### config.mk
export PLATFORM = sky130hd
export DESIGN_NAME = bwu_top
export DESIGN_NICKNAME = d
export VERILOG_FILES = /design/src/bwu_pkg.sv /design/src/bwu_top.sv
export VERILOG_INCLUDE_DIRS = /design/src
export SDC_FILE = /design/constraint.sdc
export NUM_CORES = 2
export LEC_CHECK = 0
export ABC_CLOCK_PERIOD_IN_PS = 3900
export BUFFER_PORTS_ARGS = -buffer_cell sky130_fd_sc_hd__buf_2
export CORE_ASPECT_RATIO = 1.25
export CORE_MARGIN = 2
export CORE_UTILIZATION = 27
export CTS_BUF_LIST = sky130_fd_sc_hd__clkbuf_4 sky130_fd_sc_hd__clkbuf_8
export DETAILED_ROUTE_END_ITERATION = 6
export PLACE_DENSITY_LB_ADDON = 0.05
export SYNTH_ARGS = -nofsm -noshare
export SYNTH_HDL_FRONTEND = slang
export SYNTH_SLANG_ARGS = --single-unit
### constraint.sdc
create_clock -name aclk -period 3.9 [get_ports aclk]
set_input_delay 0.78 -clock aclk [delete_from_list [all_inputs] [get_ports aclk]]
set_output_delay 0.78 -clock aclk [all_outputs]
set_load 0.1 [all_outputs]
### src/bwu_params.svh
// Register map, field positions and reset values of the breakpoint and watchpoint unit
`ifndef BWU_PARAMS_SVH
`define BWU_PARAMS_SVH
`define BWU_IDX_IBRK_ADDR   8'h30
`define BWU_IDX_IBRK_CTRL   8'h40
`define BWU_IDX_DW_ADDR1    8'h50
`define BWU_IDX_DW_ADDR2    8'h60
`define BWU_IDX_DW_CTRL     8'h70
`define BWU_IDX_RW_MASK     8'h80
`define BWU_IDX_RW_VALUE    8'h90
`define BWU_IDX_RW_CTRL     8'h9C
`define BWU_IDX_DBG_TYPE    8'h15
`define BWU_IDX_DBG_DATA    8'h16
`define BWU_BIT_EN          0
`define BWU_BIT_MODE        1
`define BWU_BIT_LOADS       2
`define BWU_THR_LSB         16
`define BWU_THR_MSB         23
`define BWU_IB_CTRL_MASK    32'h00FF0003
`define BWU_DW_CTRL_MASK    32'h00FF0007
`define BWU_RW_CTRL_MASK    32'h00FF0003
`define BWU_CTRL_RST        32'h00000000
`define BWU_DBG_TYPE_MASK   18'h3FF07
`define BWU_CAUSE_IBRK      3'h3
`define BWU_CAUSE_DWATCH    3'h4
`define BWU_CAUSE_RWATCH    3'h5
`define BWU_RESP_OKAY       2'h0
`define BWU_RESP_SLVERR     2'h2
`endif

### src/bwu_pkg.sv
// Types shared by the breakpoint and watchpoint unit
package bwu_pkg;
  typedef enum logic [2:0] {
    BWU_RD_IDLE = 3'b001,
    BWU_RD_RESP = 3'b010,
    BWU_RD_HOLD = 3'b100
  } bwu_rd_e;

  typedef struct packed {
    logic        valid;
    logic [2:0]  thread;
    logic [31:0] pc;
  } bwu_fetch_s;

  typedef struct packed {
    logic        valid;
    logic        is_load;
    logic [2:0]  thread;
    logic [31:0] addr;
  } bwu_mem_s;

  typedef struct packed {
    logic        valid;
    logic [2:0]  thread;
    logic [31:0] res_id;
  } bwu_res_s;

  typedef struct packed {
    logic [3:0][31:0] ib_addr;
    logic [3:0][31:0] ib_ctrl;
    logic [3:0][31:0] dw_addr1;
    logic [3:0][31:0] dw_addr2;
    logic [3:0][31:0] dw_ctrl;
    logic [3:0][31:0] rw_mask;
    logic [3:0][31:0] rw_value;
    logic [3:0][31:0] rw_ctrl;
    logic [17:0]      dbg_type;
    logic [31:0]      dbg_data;
    logic             aw_got;
    logic [7:0]       aw_idx;
    logic             w_got;
    logic [31:0]      w_data;
    logic             bvalid;
    logic [1:0]       bresp;
    bwu_rd_e          rd_state;
    logic [31:0]      rdata;
    logic [1:0]       rresp;
    logic             dbg_irq;
  } bwu_state_s;
endpackage : bwu_pkg

### src/bwu_top.sv
// Breakpoint and watchpoint comparators with an AXI4-Lite register bank
//
// Function
// (RL1) Four instruction breakpoint control registers at 0x40
// (RL2) Per-thread enable field gates breakpoint matches
// (RL3) Breakpoint bit 0 globally enables it
// (RL4) Bit 1 chooses equal or unequal PC
// (RL5) Four data watch first address registers
// (RL6) Four data watch second address registers
// (RL7) Data watch control: enable, thread field
// (RL8) Data watch bit 2 adds loads
// (RL9) Data watch bit 1: AND or OR
// (RL10) Four resource watch mask registers
// (RL11) Four resource watch compare value registers
// (RL12) Resource watch bit 1 selects condition B
// (RL13) Watch controls have thread field, enable
// (RL14) Data A: addr>=first; B: addr<=second
// (RL15) Resource A: masked equal; B: differ
// (RL16) Four breakpoint address registers compared with PC
// (RL17) Record cause code 3/4/5 and thread
// (RL18) Lowest triggering unit number is recorded
// (RL19) Store address or resource ID
//
// Local design decision: the AXI4-Lite register port.
`timescale 1ns/10ps
`include "bwu_params.svh"
module bwu_top
  import bwu_pkg::*;
(
  input  wire logic        aclk,           // Core clock
  input  wire logic        aresetn,        // Synchronous reset, low
  input  wire logic        clk_en,         // Freezes all state when low unless aresetn is low
  input  wire logic [31:0] s_axi_awaddr,   // Write address
  input  wire logic        s_axi_awvalid,  // Write address valid
  output      logic        s_axi_awready,  // Write address ready
  input  wire logic [31:0] s_axi_wdata,    // Write data
  input  wire logic [3:0]  s_axi_wstrb,    // Write byte enables
  input  wire logic        s_axi_wvalid,   // Write data valid
  output      logic        s_axi_wready,   // Write data ready
  output      logic [1:0]  s_axi_bresp,    // Write response
  output      logic        s_axi_bvalid,   // Write response valid
  input  wire logic        s_axi_bready,   // Write response ready
  input  wire logic [31:0] s_axi_araddr,   // Read address
  input  wire logic        s_axi_arvalid,  // Read address valid
  output      logic        s_axi_arready,  // Read address ready
  output      logic [31:0] s_axi_rdata,    // Read data
  output      logic [1:0]  s_axi_rresp,    // Read response
  output      logic        s_axi_rvalid,   // Read data valid
  input  wire logic        s_axi_rready,   // Read data ready
  input  wire bwu_fetch_s  fetch,          // Issued instruction PC
  input  wire bwu_mem_s    mem_op,         // Memory operation address
  input  wire bwu_res_s    res_op,         // Resource operation identifier
  output      logic        dbg_irq,        // Debug interrupt pulse
  output      logic [17:0] dbg_type,       // Unit, thread, cause
  output      logic [31:0] dbg_data        // Address or resource ID
);

  bwu_state_s st_reg;
  bwu_state_s st_next;

  // ==========================================================================
  // Helpers
  function automatic logic [31:0] apply_strb(input logic [31:0] old_v,
                                             input logic [31:0] new_v,
                                             input logic [3:0]  strb);
    logic [31:0] r;
    r = old_v;
    for (int b = 0; b < 4; b++) begin
      if (strb[b]) begin
        r[b*8 +: 8] = new_v[b*8 +: 8];
      end
    end
    return r;
  endfunction : apply_strb

  // Global enable and thread bit both required
  function automatic logic armed(input logic [31:0] ctrl, input logic [2:0] thr);
    logic [7:0] thr_en;
    thr_en = ctrl[`BWU_THR_MSB:`BWU_THR_LSB];
    return ctrl[`BWU_BIT_EN] && thr_en[thr];
  endfunction : armed

  // Tests whether an index lies in a group's four slots; hit means group matched
  function automatic logic in_group(input logic [7:0] idx, input logic [7:0] base);
    return (idx >= base) && (idx < base + 8'h04);
  endfunction : in_group

  // ==========================================================================
  // Comparators
  logic [3:0] ib_hit;
  logic [3:0] dw_hit;
  logic [3:0] rw_hit;

  always_comb begin
    for (int i = 0; i < 4; i++) begin
      logic pc_eq;
      logic cond_a;
      logic cond_b;
      logic dw_ok;
      logic res_eq;
      pc_eq  = 1'b0;
      cond_a = 1'b0;
      cond_b = 1'b0;
      dw_ok  = 1'b0;
      res_eq = 1'b0;
      // (RL16) PC against breakpoint address
      pc_eq = (fetch.pc == st_reg.ib_addr[i]);
      // (RL2) (RL3) (RL4) Gated equal or unequal match
      ib_hit[i] = fetch.valid && armed(st_reg.ib_ctrl[i], fetch.thread) &&
                  (st_reg.ib_ctrl[i][`BWU_BIT_MODE] ? !pc_eq : pc_eq);
      // (RL14) Lower and upper address bounds
      cond_a = (mem_op.addr >= st_reg.dw_addr1[i]);
      cond_b = (mem_op.addr <= st_reg.dw_addr2[i]);
      // (RL9) AND or OR combination
      dw_ok = st_reg.dw_ctrl[i][`BWU_BIT_MODE] ? (cond_a || cond_b) : (cond_a && cond_b);
      // (RL7) (RL8) (RL13) Loads only when bit 2 set
      dw_hit[i] = mem_op.valid && armed(st_reg.dw_ctrl[i], mem_op.thread) && dw_ok &&
                  (!mem_op.is_load || st_reg.dw_ctrl[i][`BWU_BIT_LOADS]);
      // (RL15) Masked compare, equal or differing
      res_eq = ((res_op.res_id & st_reg.rw_mask[i]) ==
                (st_reg.rw_value[i] & st_reg.rw_mask[i]));
      // (RL12) (RL13) Condition A or B selection
      rw_hit[i] = res_op.valid && armed(st_reg.rw_ctrl[i], res_op.thread) &&
                  (st_reg.rw_ctrl[i][`BWU_BIT_MODE] ? !res_eq : res_eq);
    end
  end

  function automatic logic [1:0] lowest(input logic [3:0] v);
    logic [1:0] n;
    n = 2'h0;
    for (int k = 3; k >= 0; k--) begin
      if (v[k]) begin
        n = k[1:0];
      end
    end
    return n;
  endfunction : lowest

  // ==========================================================================
  // Capture selection
  logic        cap_fire;
  logic        cap_has_data;
  logic [2:0]  cap_cause;
  logic [2:0]  cap_thread;
  logic [1:0]  cap_unit;
  logic [31:0] cap_data;

  // One capture per cycle; lower classes are dropped, not queued
  // (RL17) (RL18) Priority: breakpoint, data, resource
  always_comb begin
    cap_fire     = 1'b0;
    cap_has_data = 1'b0;
    cap_cause    = `BWU_CAUSE_IBRK;
    cap_thread   = 3'h0;
    cap_unit     = 2'h0;
    cap_data     = 32'h00000000;
    if (|ib_hit) begin
      cap_fire   = 1'b1;
      cap_thread = fetch.thread;
      cap_unit   = lowest(ib_hit);
    end else if (|dw_hit) begin
      cap_fire     = 1'b1;
      cap_has_data = 1'b1;
      cap_cause    = `BWU_CAUSE_DWATCH;
      cap_thread   = mem_op.thread;
      cap_unit     = lowest(dw_hit);
      cap_data     = mem_op.addr;
    end else if (|rw_hit) begin
      cap_fire     = 1'b1;
      cap_has_data = 1'b1;
      cap_cause    = `BWU_CAUSE_RWATCH;
      cap_thread   = res_op.thread;
      cap_unit     = lowest(rw_hit);
      cap_data     = res_op.res_id;
    end
  end

  // ==========================================================================
  // Register read mux
  function automatic logic [32:0] rd_word(input bwu_state_s s, input logic [7:0] idx);
    logic [32:0] r;
    logic [1:0]  sl;
    sl = idx[1:0];
    r  = {1'b0, 32'h00000000};
    if (in_group(idx, `BWU_IDX_IBRK_ADDR)) begin
      r = {1'b1, s.ib_addr[sl]};
    end else if (in_group(idx, `BWU_IDX_IBRK_CTRL)) begin
      r = {1'b1, s.ib_ctrl[sl]};
    end else if (in_group(idx, `BWU_IDX_DW_ADDR1)) begin
      r = {1'b1, s.dw_addr1[sl]};
    end else if (in_group(idx, `BWU_IDX_DW_ADDR2)) begin
      r = {1'b1, s.dw_addr2[sl]};
    end else if (in_group(idx, `BWU_IDX_DW_CTRL)) begin
      r = {1'b1, s.dw_ctrl[sl]};
    end else if (in_group(idx, `BWU_IDX_RW_MASK)) begin
      r = {1'b1, s.rw_mask[sl]};
    end else if (in_group(idx, `BWU_IDX_RW_VALUE)) begin
      r = {1'b1, s.rw_value[sl]};
    end else if (in_group(idx, `BWU_IDX_RW_CTRL)) begin
      r = {1'b1, s.rw_ctrl[sl]};
    end else if (idx == `BWU_IDX_DBG_TYPE) begin
      r = {1'b1, 14'h0000, s.dbg_type};
    end else if (idx == `BWU_IDX_DBG_DATA) begin
      r = {1'b1, s.dbg_data};
    end
    return r;
  endfunction : rd_word

  // ==========================================================================
  // Next state
  logic        wr_fire;
  logic [32:0] rd_res;

  assign s_axi_awready = !st_reg.aw_got && !st_reg.bvalid;
  assign s_axi_wready  = !st_reg.w_got && !st_reg.bvalid;
  assign s_axi_arready = (st_reg.rd_state == BWU_RD_IDLE);
  assign wr_fire       = st_reg.aw_got && st_reg.w_got && !st_reg.bvalid;

  always_comb begin
    logic [7:0]  widx;
    logic [1:0]  wsl;
    logic [31:0] wv;
    logic        wok;
    widx    = st_reg.aw_idx;
    wsl     = widx[1:0];
    wv      = 32'h00000000;
    wok     = 1'b1;
    rd_res  = rd_word(st_reg, s_axi_araddr[9:2]);
    st_next = st_reg;
    st_next.dbg_irq = 1'b0;

    if (s_axi_awvalid && s_axi_awready) begin
      st_next.aw_got = 1'b1;
      st_next.aw_idx = s_axi_awaddr[9:2];
    end
    if (s_axi_wvalid && s_axi_wready) begin
      st_next.w_got  = 1'b1;
      st_next.w_data = apply_strb(32'h00000000, s_axi_wdata, s_axi_wstrb);
    end

    if (wr_fire) begin
      wv = st_reg.w_data;
      if (in_group(widx, `BWU_IDX_IBRK_ADDR)) begin
        st_next.ib_addr[wsl] = wv;
      end else if (in_group(widx, `BWU_IDX_IBRK_CTRL)) begin
        // (RL1) Reserved bits stay zero
        st_next.ib_ctrl[wsl] = wv & `BWU_IB_CTRL_MASK;
      end else if (in_group(widx, `BWU_IDX_DW_ADDR1)) begin
        // (RL5) First address store
        st_next.dw_addr1[wsl] = wv;
      end else if (in_group(widx, `BWU_IDX_DW_ADDR2)) begin
        // (RL6) Second address store
        st_next.dw_addr2[wsl] = wv;
      end else if (in_group(widx, `BWU_IDX_DW_CTRL)) begin
        st_next.dw_ctrl[wsl] = wv & `BWU_DW_CTRL_MASK;
      end else if (in_group(widx, `BWU_IDX_RW_MASK)) begin
        // (RL10) Mask store
        st_next.rw_mask[wsl] = wv;
      end else if (in_group(widx, `BWU_IDX_RW_VALUE)) begin
        // (RL11) Compare value store
        st_next.rw_value[wsl] = wv;
      end else if (in_group(widx, `BWU_IDX_RW_CTRL)) begin
        st_next.rw_ctrl[wsl] = wv & `BWU_RW_CTRL_MASK;
      end else if (widx == `BWU_IDX_DBG_TYPE) begin
        st_next.dbg_type = wv[17:0] & `BWU_DBG_TYPE_MASK;
      end else if (widx == `BWU_IDX_DBG_DATA) begin
        st_next.dbg_data = wv;
      end else begin
        wok = 1'b0;
      end
      st_next.aw_got = 1'b0;
      st_next.w_got  = 1'b0;
      st_next.bvalid = 1'b1;
      st_next.bresp  = wok ? `BWU_RESP_OKAY : `BWU_RESP_SLVERR;
    end else if (st_reg.bvalid && s_axi_bready) begin
      st_next.bvalid = 1'b0;
    end

    case (st_reg.rd_state)
      BWU_RD_IDLE: begin
        if (s_axi_arvalid) begin
          st_next.rdata    = rd_res[31:0];
          st_next.rresp    = rd_res[32] ? `BWU_RESP_OKAY : `BWU_RESP_SLVERR;
          st_next.rd_state = BWU_RD_RESP;
        end
      end
      BWU_RD_RESP: begin
        if (s_axi_rready) begin
          st_next.rd_state = BWU_RD_IDLE;
        end else begin
          st_next.rd_state = BWU_RD_HOLD;
        end
      end
      BWU_RD_HOLD: begin
        if (s_axi_rready) begin
          st_next.rd_state = BWU_RD_IDLE;
        end
      end
      default: begin
        st_next.rd_state = BWU_RD_IDLE;
      end
    endcase

    // Hardware capture overrides a same-cycle software write to dbg_type, and to dbg_data only on data or resource watch captures
    if (cap_fire) begin
      st_next.dbg_irq  = 1'b1;
      st_next.dbg_type = {cap_unit, 5'h00, cap_thread, 5'h00, cap_cause};
      // (RL19) Address or resource ID for the debugger
      if (cap_has_data) begin
        st_next.dbg_data = cap_data;
      end
    end
  end

  // ==========================================================================
  // State register
  always_ff @(posedge aclk) begin
    if (!aresetn) begin
      st_reg          <= '0;
      st_reg.ib_ctrl  <= {4{`BWU_CTRL_RST}};
      st_reg.dw_ctrl  <= {4{`BWU_CTRL_RST}};
      st_reg.rw_ctrl  <= {4{`BWU_CTRL_RST}};
      st_reg.rd_state <= BWU_RD_IDLE;
    end else if (clk_en) begin
      st_reg <= st_next;
    end
  end

  assign s_axi_bvalid = st_reg.bvalid;
  assign s_axi_bresp  = st_reg.bresp;
  assign s_axi_rvalid = (st_reg.rd_state != BWU_RD_IDLE);
  assign s_axi_rdata  = st_reg.rdata;
  assign s_axi_rresp  = st_reg.rresp;
  assign dbg_irq      = st_reg.dbg_irq;
  assign dbg_type     = st_reg.dbg_type;
  assign dbg_data     = st_reg.dbg_data;

endmodule : bwu_top

Word level (Yosys, flattened, before mapping)

Cells that the tools add are included.
W data, S select, Z words.

Bits in registers: 1157
Word-level logic and storage cells: 385
Input bits: 217
Output and inout bits: 92

Multiplexer cells: 141
Magnitude comparators: 46
Eq/ne operators: 26
Reductions and logical operators: 113
Bitwise gates (word level): 15

Operators with widths:

| kind                 | number |
|---|---|
| $bwmux W128          | 8 |
| $bmux W32 S2         | 8 |
| $mux W32             | 15 |
| $mux W50             | 9 |
| $mux W33             | 11 |
| $and A32 B32 Y32     | 8 |
| $eq A32 B32 Y1       | 8 |
| $ge A32 B32 Y1       | 4 |
| $le A32 B32 Y1       | 4 |
| $logic_and A1 B1 Y1  | 68 |
| $demux W32 S2        | 1 |
| $ge A8 B7 Y1 const B | 8 |
| $lt A8 B7 Y1 const B | 8 |
| $mux W51             | 1 |
| $ge A8 B8 Y1 const B | 6 |
| $lt A8 B8 Y1 const B | 6 |
| $mux W1              | 43 |
| $mux W37             | 1 |
| $bmux W1 S3          | 12 |
| $mux W2              | 17 |
| $eq A8 B5 Y1 const B | 4 |
| $mux W8              | 4 |
| $mux W3              | 8 |
| $ne A2 B2 Y1 const B | 10 |
| other kinds (27)     | 69 |

Logic depth before layout (Yosys ltp)

Depth in word-level cells: 14
Gate-level depth with buffers: 14
Gate-level depth less buffers: 12

Least setup slack after synthesis

OpenSTA, ideal clock, no wires.

Kind: input to register
From: in mem_op[0] (netlist name)
To: reg st_reg, in the netlist dbg_type[2]
Stages on the path: 13
Setup slack: 0.193 ns
Data required time: 3.784 ns
Buffers on the path: 2
Arrival time: 3.591 ns
Setup time: 0.116 ns
Path through: inv_1 -> ha_1 -> nand2b_4 -> a2111oi_4 -> o31ai_1 -> a2111o_1 -> a221oi_2 -> a211oi_1 -> nand4bb_1 -> buf_2 -> o31a_4 -> buf_6 -> a41o_1

Longest elaborated chain between the ends: 10
Elaborated cells on any way between the ends: 45
Those cells by class: order compare (8); eq/ne (8); mux (9); reduce/logical (20)

Ends and longest elaborated chain:

| item                                                         | line                           | RTL |
|---|---|---|
| from (decl)                                                  | bwu_top.sv:51                  | `input wire bwu_mem_s mem_op,` |
| $ge A32 B32 Y1 or $le A32 B32 Y1 (tied branches)             | bwu_top.sv:112, bwu_top.sv:113 |  |
| $logic_and A1 B1 Y1 or $logic_or A1 B1 Y1 (tied branches)    | bwu_top.sv:115                 | `` dw_ok = st_reg.dw_ctrl[i][`BWU_BIT_MODE] ? (cond_a \|\| cond_b) : (cond_a && cond_b); `` |
| $mux W1                                                      | bwu_top.sv:115                 |  |
| $logic_and A1 B1 Y1 (2 in series)                            | bwu_top.sv:117                 | `dw_hit[i] = mem_op.valid && armed(st_reg.dw_ctrl[i], mem_op.thread) && dw_ok &&` |
| $reduce_or A4 Y1 (*)                                         | bwu_top.sv:161                 | `end else if (\|dw_hit) begin` |
| $mux W1                                                      | bwu_top.sv:161                 |  |
| $mux W1                                                      | bwu_top.sv:157                 | `if (\|ib_hit) begin` |
| $ne A2 B2 Y1 (no line) or $reduce_bool A2 Y1 (tied branches) | n/a                            |  |
| $reduce_and A11 Y1 (no line)                                 | n/a                            |  |
| to (signal assigned)                                         | bwu_top.sv:325                 | `st_reg <= st_next;` |
| to (decl)                                                    | bwu_top.sv:58                  | `bwu_state_s st_reg;` |

Mark *: on every way between the ends. The rest lies on a longest branch, timed or not.
A chain may end at the register's enable or synchronous reset.

Final worst setup path

From: reg st_reg[708] (netlist name)
To: reg st_reg, in the netlist dbg_type[11]

Longest elaborated chain between the ends: 10
Elaborated cells on any way between the ends: 21
Those cells by class: order compare (1); eq/ne (8); mux (4); reduce/logical (8)

Ends and longest elaborated chain:

| item                                                         | line           | RTL |
|---|---|---|
| $le A32 B32 Y1 (*)                                           | bwu_top.sv:113 | `cond_b = (mem_op.addr <= st_reg.dw_addr2[i]);` |
| $logic_and A1 B1 Y1 or $logic_or A1 B1 Y1 (tied branches)    | bwu_top.sv:115 |  |
| $mux W1 (*)                                                  | bwu_top.sv:115 |  |
| $logic_and A1 B1 Y1 (*) (2 in series)                        | bwu_top.sv:117 |  |
| $reduce_or A4 Y1 (*)                                         | bwu_top.sv:161 |  |
| $mux W1 (*)                                                  | bwu_top.sv:161 |  |
| $mux W1 (*)                                                  | bwu_top.sv:157 |  |
| $ne A2 B2 Y1 (no line) or $reduce_bool A2 Y1 (tied branches) | n/a            |  |
| $reduce_and A11 Y1 (no line)                                 | n/a            |  |

Marked as above.

==> impl_metrics.env <==
export IMPL_grt_overflow=0
export IMPL_cp_end_kind="flop"
export IMPL_reg2reg_to="dbg_type[11]$_SDFFE_PN0P_"
export IMPL_cp_start_kind="flop"
export IMPL_synth_flop_cell="dfxtp_1"
export IMPL_worstPathArrival_ns=4.49
export IMPL_largest_reg_flops=809
export IMPL_postCtsSetupRepairBufs=0
export IMPL_die_area_mm2=0.186
export IMPL_routed_wl_um=258000
export IMPL_netlist_area_mm2=0.0492
export IMPL_core_area_mm2=0.182
export IMPL_synth_compound_area_share_pct=16.4
export IMPL_syn_avg_cell_area_um2=8.26
export IMPL_die_h_um=481
export IMPL_cpPeakStageDelay_ns=0.45
export IMPL_tritoncts="yes"
export IMPL_rr_worst_depth=15
export IMPL_layout_commonest_cell="nand2_1"
export IMPL_synthXorXnorAreaFrac_pct=4.63
export IMPL_dpl_cell_count=8501
export IMPL_start_util_pct=27.1
export IMPL_path_cells="inv_1 > ha_1 > nand4_1 > nor4_1 > buf_4 > nor2b_1 > o31ai_2 > a211oi_1 > nor4_1 > buf_4 > nand4bb_4 > buf_12 > o31a_4 > nand2b_1 > a21oi_1"
export IMPL_drive_above_1_share_pct=21.2
export IMPL_required_ns=4.76
export IMPL_fin_crit_ns=3.63
export IMPL_route_met2_wl_um=120000
export IMPL_fillers=19200
export IMPL_relSlewSlack_pct=19.4
export IMPL_ir_drop_v=0.000239
export IMPL_drv_slew=0
export IMPL_yosys_warnings=0
export IMPL_first_pass_iters=5
export IMPL_vias=45900
export IMPL_switchingPower_mw=6.21
export IMPL_wl_per_cell_um=29.2
export IMPL_design_power_total_mw=22.0
export IMPL_power_share_switching_pct=28.3
export IMPL_route_detailed_drc=0
export IMPL_clk_pin_slew_ns=0.06
export IMPL_area_delta_synth_final_pct=21.2
export IMPL_clockRootBuffer="clkbuf_8"
export IMPL_cts_sinks=890
export IMPL_drt_iter0_drc=3766
export IMPL_met3_length_um=13500
export IMPL_io_buffers=253
export IMPL_clock_skew_ns=0.0555
export IMPL_cts_made_buffers=173
export IMPL_viasPerCell=5.19
export IMPL_hold_path_end="st_reg[63]$_SDFFE_PN0P_"
export IMPL_hp_class="in -> reg"
export IMPL_rsz0062_at_grt="no"
export IMPL_grt_start_max_net_pins=101
export IMPL_track_usage_pct=27.3
export IMPL_status="finished clean"
export IMPL_grt_pass1_wl_um=357000
export IMPL_yosysTopAreaCell="dfxtp_1"
export IMPL_synth_cell_types=78
export IMPL_synthesis_instances=5950
export IMPL_final_nets=6778
export IMPL_hp_start="s_axi_wdata[22]"
export IMPL_clk_path_buf_depth=3
export IMPL_io_pins=309
export IMPL_synth_adder_area_share_pct=6.52
export IMPL_synth_edf_count=0
export IMPL_design_area_mm2=0.0596
export IMPL_finalSetupViolations=0
export IMPL_synth_mux_area_share_pct=12.1
export IMPL_setup_tns_ns=0
export IMPL_ff2ff_setup_slack_ns=0.27
export IMPL_synth_top_cell_area_share_pct=36.2
export IMPL_worst_path_max_delay_cell="o31a_4"
export IMPL_die_w_um=386
export IMPL_crit_start="st_reg[708]$_SDFFE_PN0P_"
export IMPL_met1_length_um=114000
export IMPL_synth_async_reset_ratio_pct=0
export IMPL_layout_common_cells="1565 x nand2_1, 924 x a21oi_1, 871 x dfxtp_1, 394 x buf_4, 262 x inv_1"
export IMPL_power_leakage_nw=21.5
export IMPL_holdPathStages=3
export IMPL_ys_seq_elements=890
export IMPL_antenna_found_initial=34
export IMPL_yosys_area_share_simple_pct=17.1
export IMPL_rows=175
export IMPL_grt_pass1_vias=44800
export IMPL_seqPwrFrac_pct=42.2
export IMPL_ant_nets=0
export IMPL_p_per_area_mw_per_mm2=368
export IMPL_clock_latency_ns=0.96
export IMPL_fmax_ghz=0.276
export IMPL_cp_max_fo=26
export IMPL_synth_top_family_by_area="simple AND/OR/NAND/NOR gates"
export IMPL_worstSetupPathType="reg -> reg"
export IMPL_tightest_slew_ns=1.21
export IMPL_yosys_top_cells_area="dfxtp_1 36%, nand2_1 12%, mux4_2 9.9%, a21oi_1 9.4%, ha_1 6.5%"
export IMPL_seq_area_frac_synth_pct=36.2
export IMPL_intPower_mw=15.7
export IMPL_final_cells=8842
export IMPL_clock_power_share_pct=48.3
export IMPL_finalHoldViolCount=0
export IMPL_dpl_instance_area_mm2=0.0556
export IMPL_finalWeightedCongestion=0.892
export IMPL_fin_crit_sh_pct=93.0
export IMPL_combPwrFrac_pct=9.5
export IMPL_max_cap_violations=0
export IMPL_reg2reg_from="st_reg[708]$_SDFFE_PN0P_"
export IMPL_htreeDepth=4
export IMPL_hpwlAfterDp_um=189000
export IMPL_routed_top_layer="met5"
-- cells in the mapped netlist (all sizes together) (18+ instances only) --
master,n
inv,263
nand4,77
a31oi,18
o221a,36
buf,152
nor2,133
o21ai,87
xor2,256
nand3,98
nor4,51
mux4,215
dfxtp,890
a22o,29
clkbuf,404
a22oi,95
nor3,23
nand2,1569
mux2i,101
a221oi,44
a21o,21
a21oi,924
ha,256
o21bai,35
-- cells by family (layout without fill, tap and decap cells) --
logic type	Yosys count	after routing
other	1	16
AOI/OAI and AO/OA	1369	1369
muxes	323	323
buffers and inverters	819	1307
and+or+nand+nor	2032	2032
xor gates and xnor gates	260	260
DFF	890	890
adders and majority gates	256	256
-- layer usage --
| layer | up-vias | GRT usage (%) |
|---|---|---|
| met2 | 1413 | 44.5 |
| met1 | 22900 | 36.2 |
| met4 | 8 | 10.6 |
| met3 | 347 | 4.18 |
| li1 | 21300 | - |
| met5 | - | 0 |
-- power by group through the flow --
stage | sequential, mW | combinational (mW) | clock [mW]
after global routing | 9.26 | 2.22 | 11.3
after CTS | 9.26 | 2.09 | 10.9
after detailed placement | 9.46 | 2.07 | 0
after floorplan | 9.36 | 1.16 | 0
final | 9.26 | 2.08 | 10.6
after global placement | 9.46 | 2.07 | 0
-- per-stage QoR --
stage               utilization, %  hold slack (ns)  setup WS (ns)
floorplan                        -            0.437          0.193
global placement              30.6            0.449         -0.567
detailed placement            30.6            0.458         -0.551
CTS                           32.8         0.000560          0.102
global route                  32.8           0.0676         0.0615
finish                        32.8            0.118          0.275
-- how the worst max path moves through the flow --
stage                                           end  slack, ns  cells past startpoint
final                     dbg_type[11]$_SDFFE_PN0P_       0.27                     15
after global routing      dbg_type[14]$_SDFFE_PN0P_       0.06                     16
after CTS                 dbg_data[27]$_SDFFE_PN0P_       0.10                     16
after detailed placement  dbg_data[23]$_SDFFE_PN0P_      -0.55                     17
after global placement    dbg_data[18]$_SDFFE_PN0P_      -0.57                     17
after floorplan            dbg_type[2]$_SDFFE_PN0P_       0.19                     13
-- final cells by class --
type / count / area (um^2) / area share, %
antenna: 9 / 22.5 / 0.0378
clock buffer: 280 / 3460 / 5.81
clock inverter: 34 / 348 / 0.584
inverter: 263 / 995 / 1.67
multi-input combinational: 4247 / 28200 / 47.3
sequential: 890 / 17800 / 29.9
tap: 2389 / 2990 / 5.02
timing repair buffer: 730 / 5730 / 9.61
-- critical path, delay by kind of cell (launching register included) --
family,cells,cell delay [ns]
and+or+nand+nor,6,1.18
AOI/OAI and AO/OA,4,0.99
buffers and inverters,4,0.63
DFF,1,0.39
adders and majority gates,1,0.32
-- repair_timing --
item	in CTS	in global routing
hold buffers	18	0
gates resized for setup	0	6
endpoints found under the setup margin	0	45
endpoints found under the hold margin	18	0
Power figures use the tool's default switching activity.
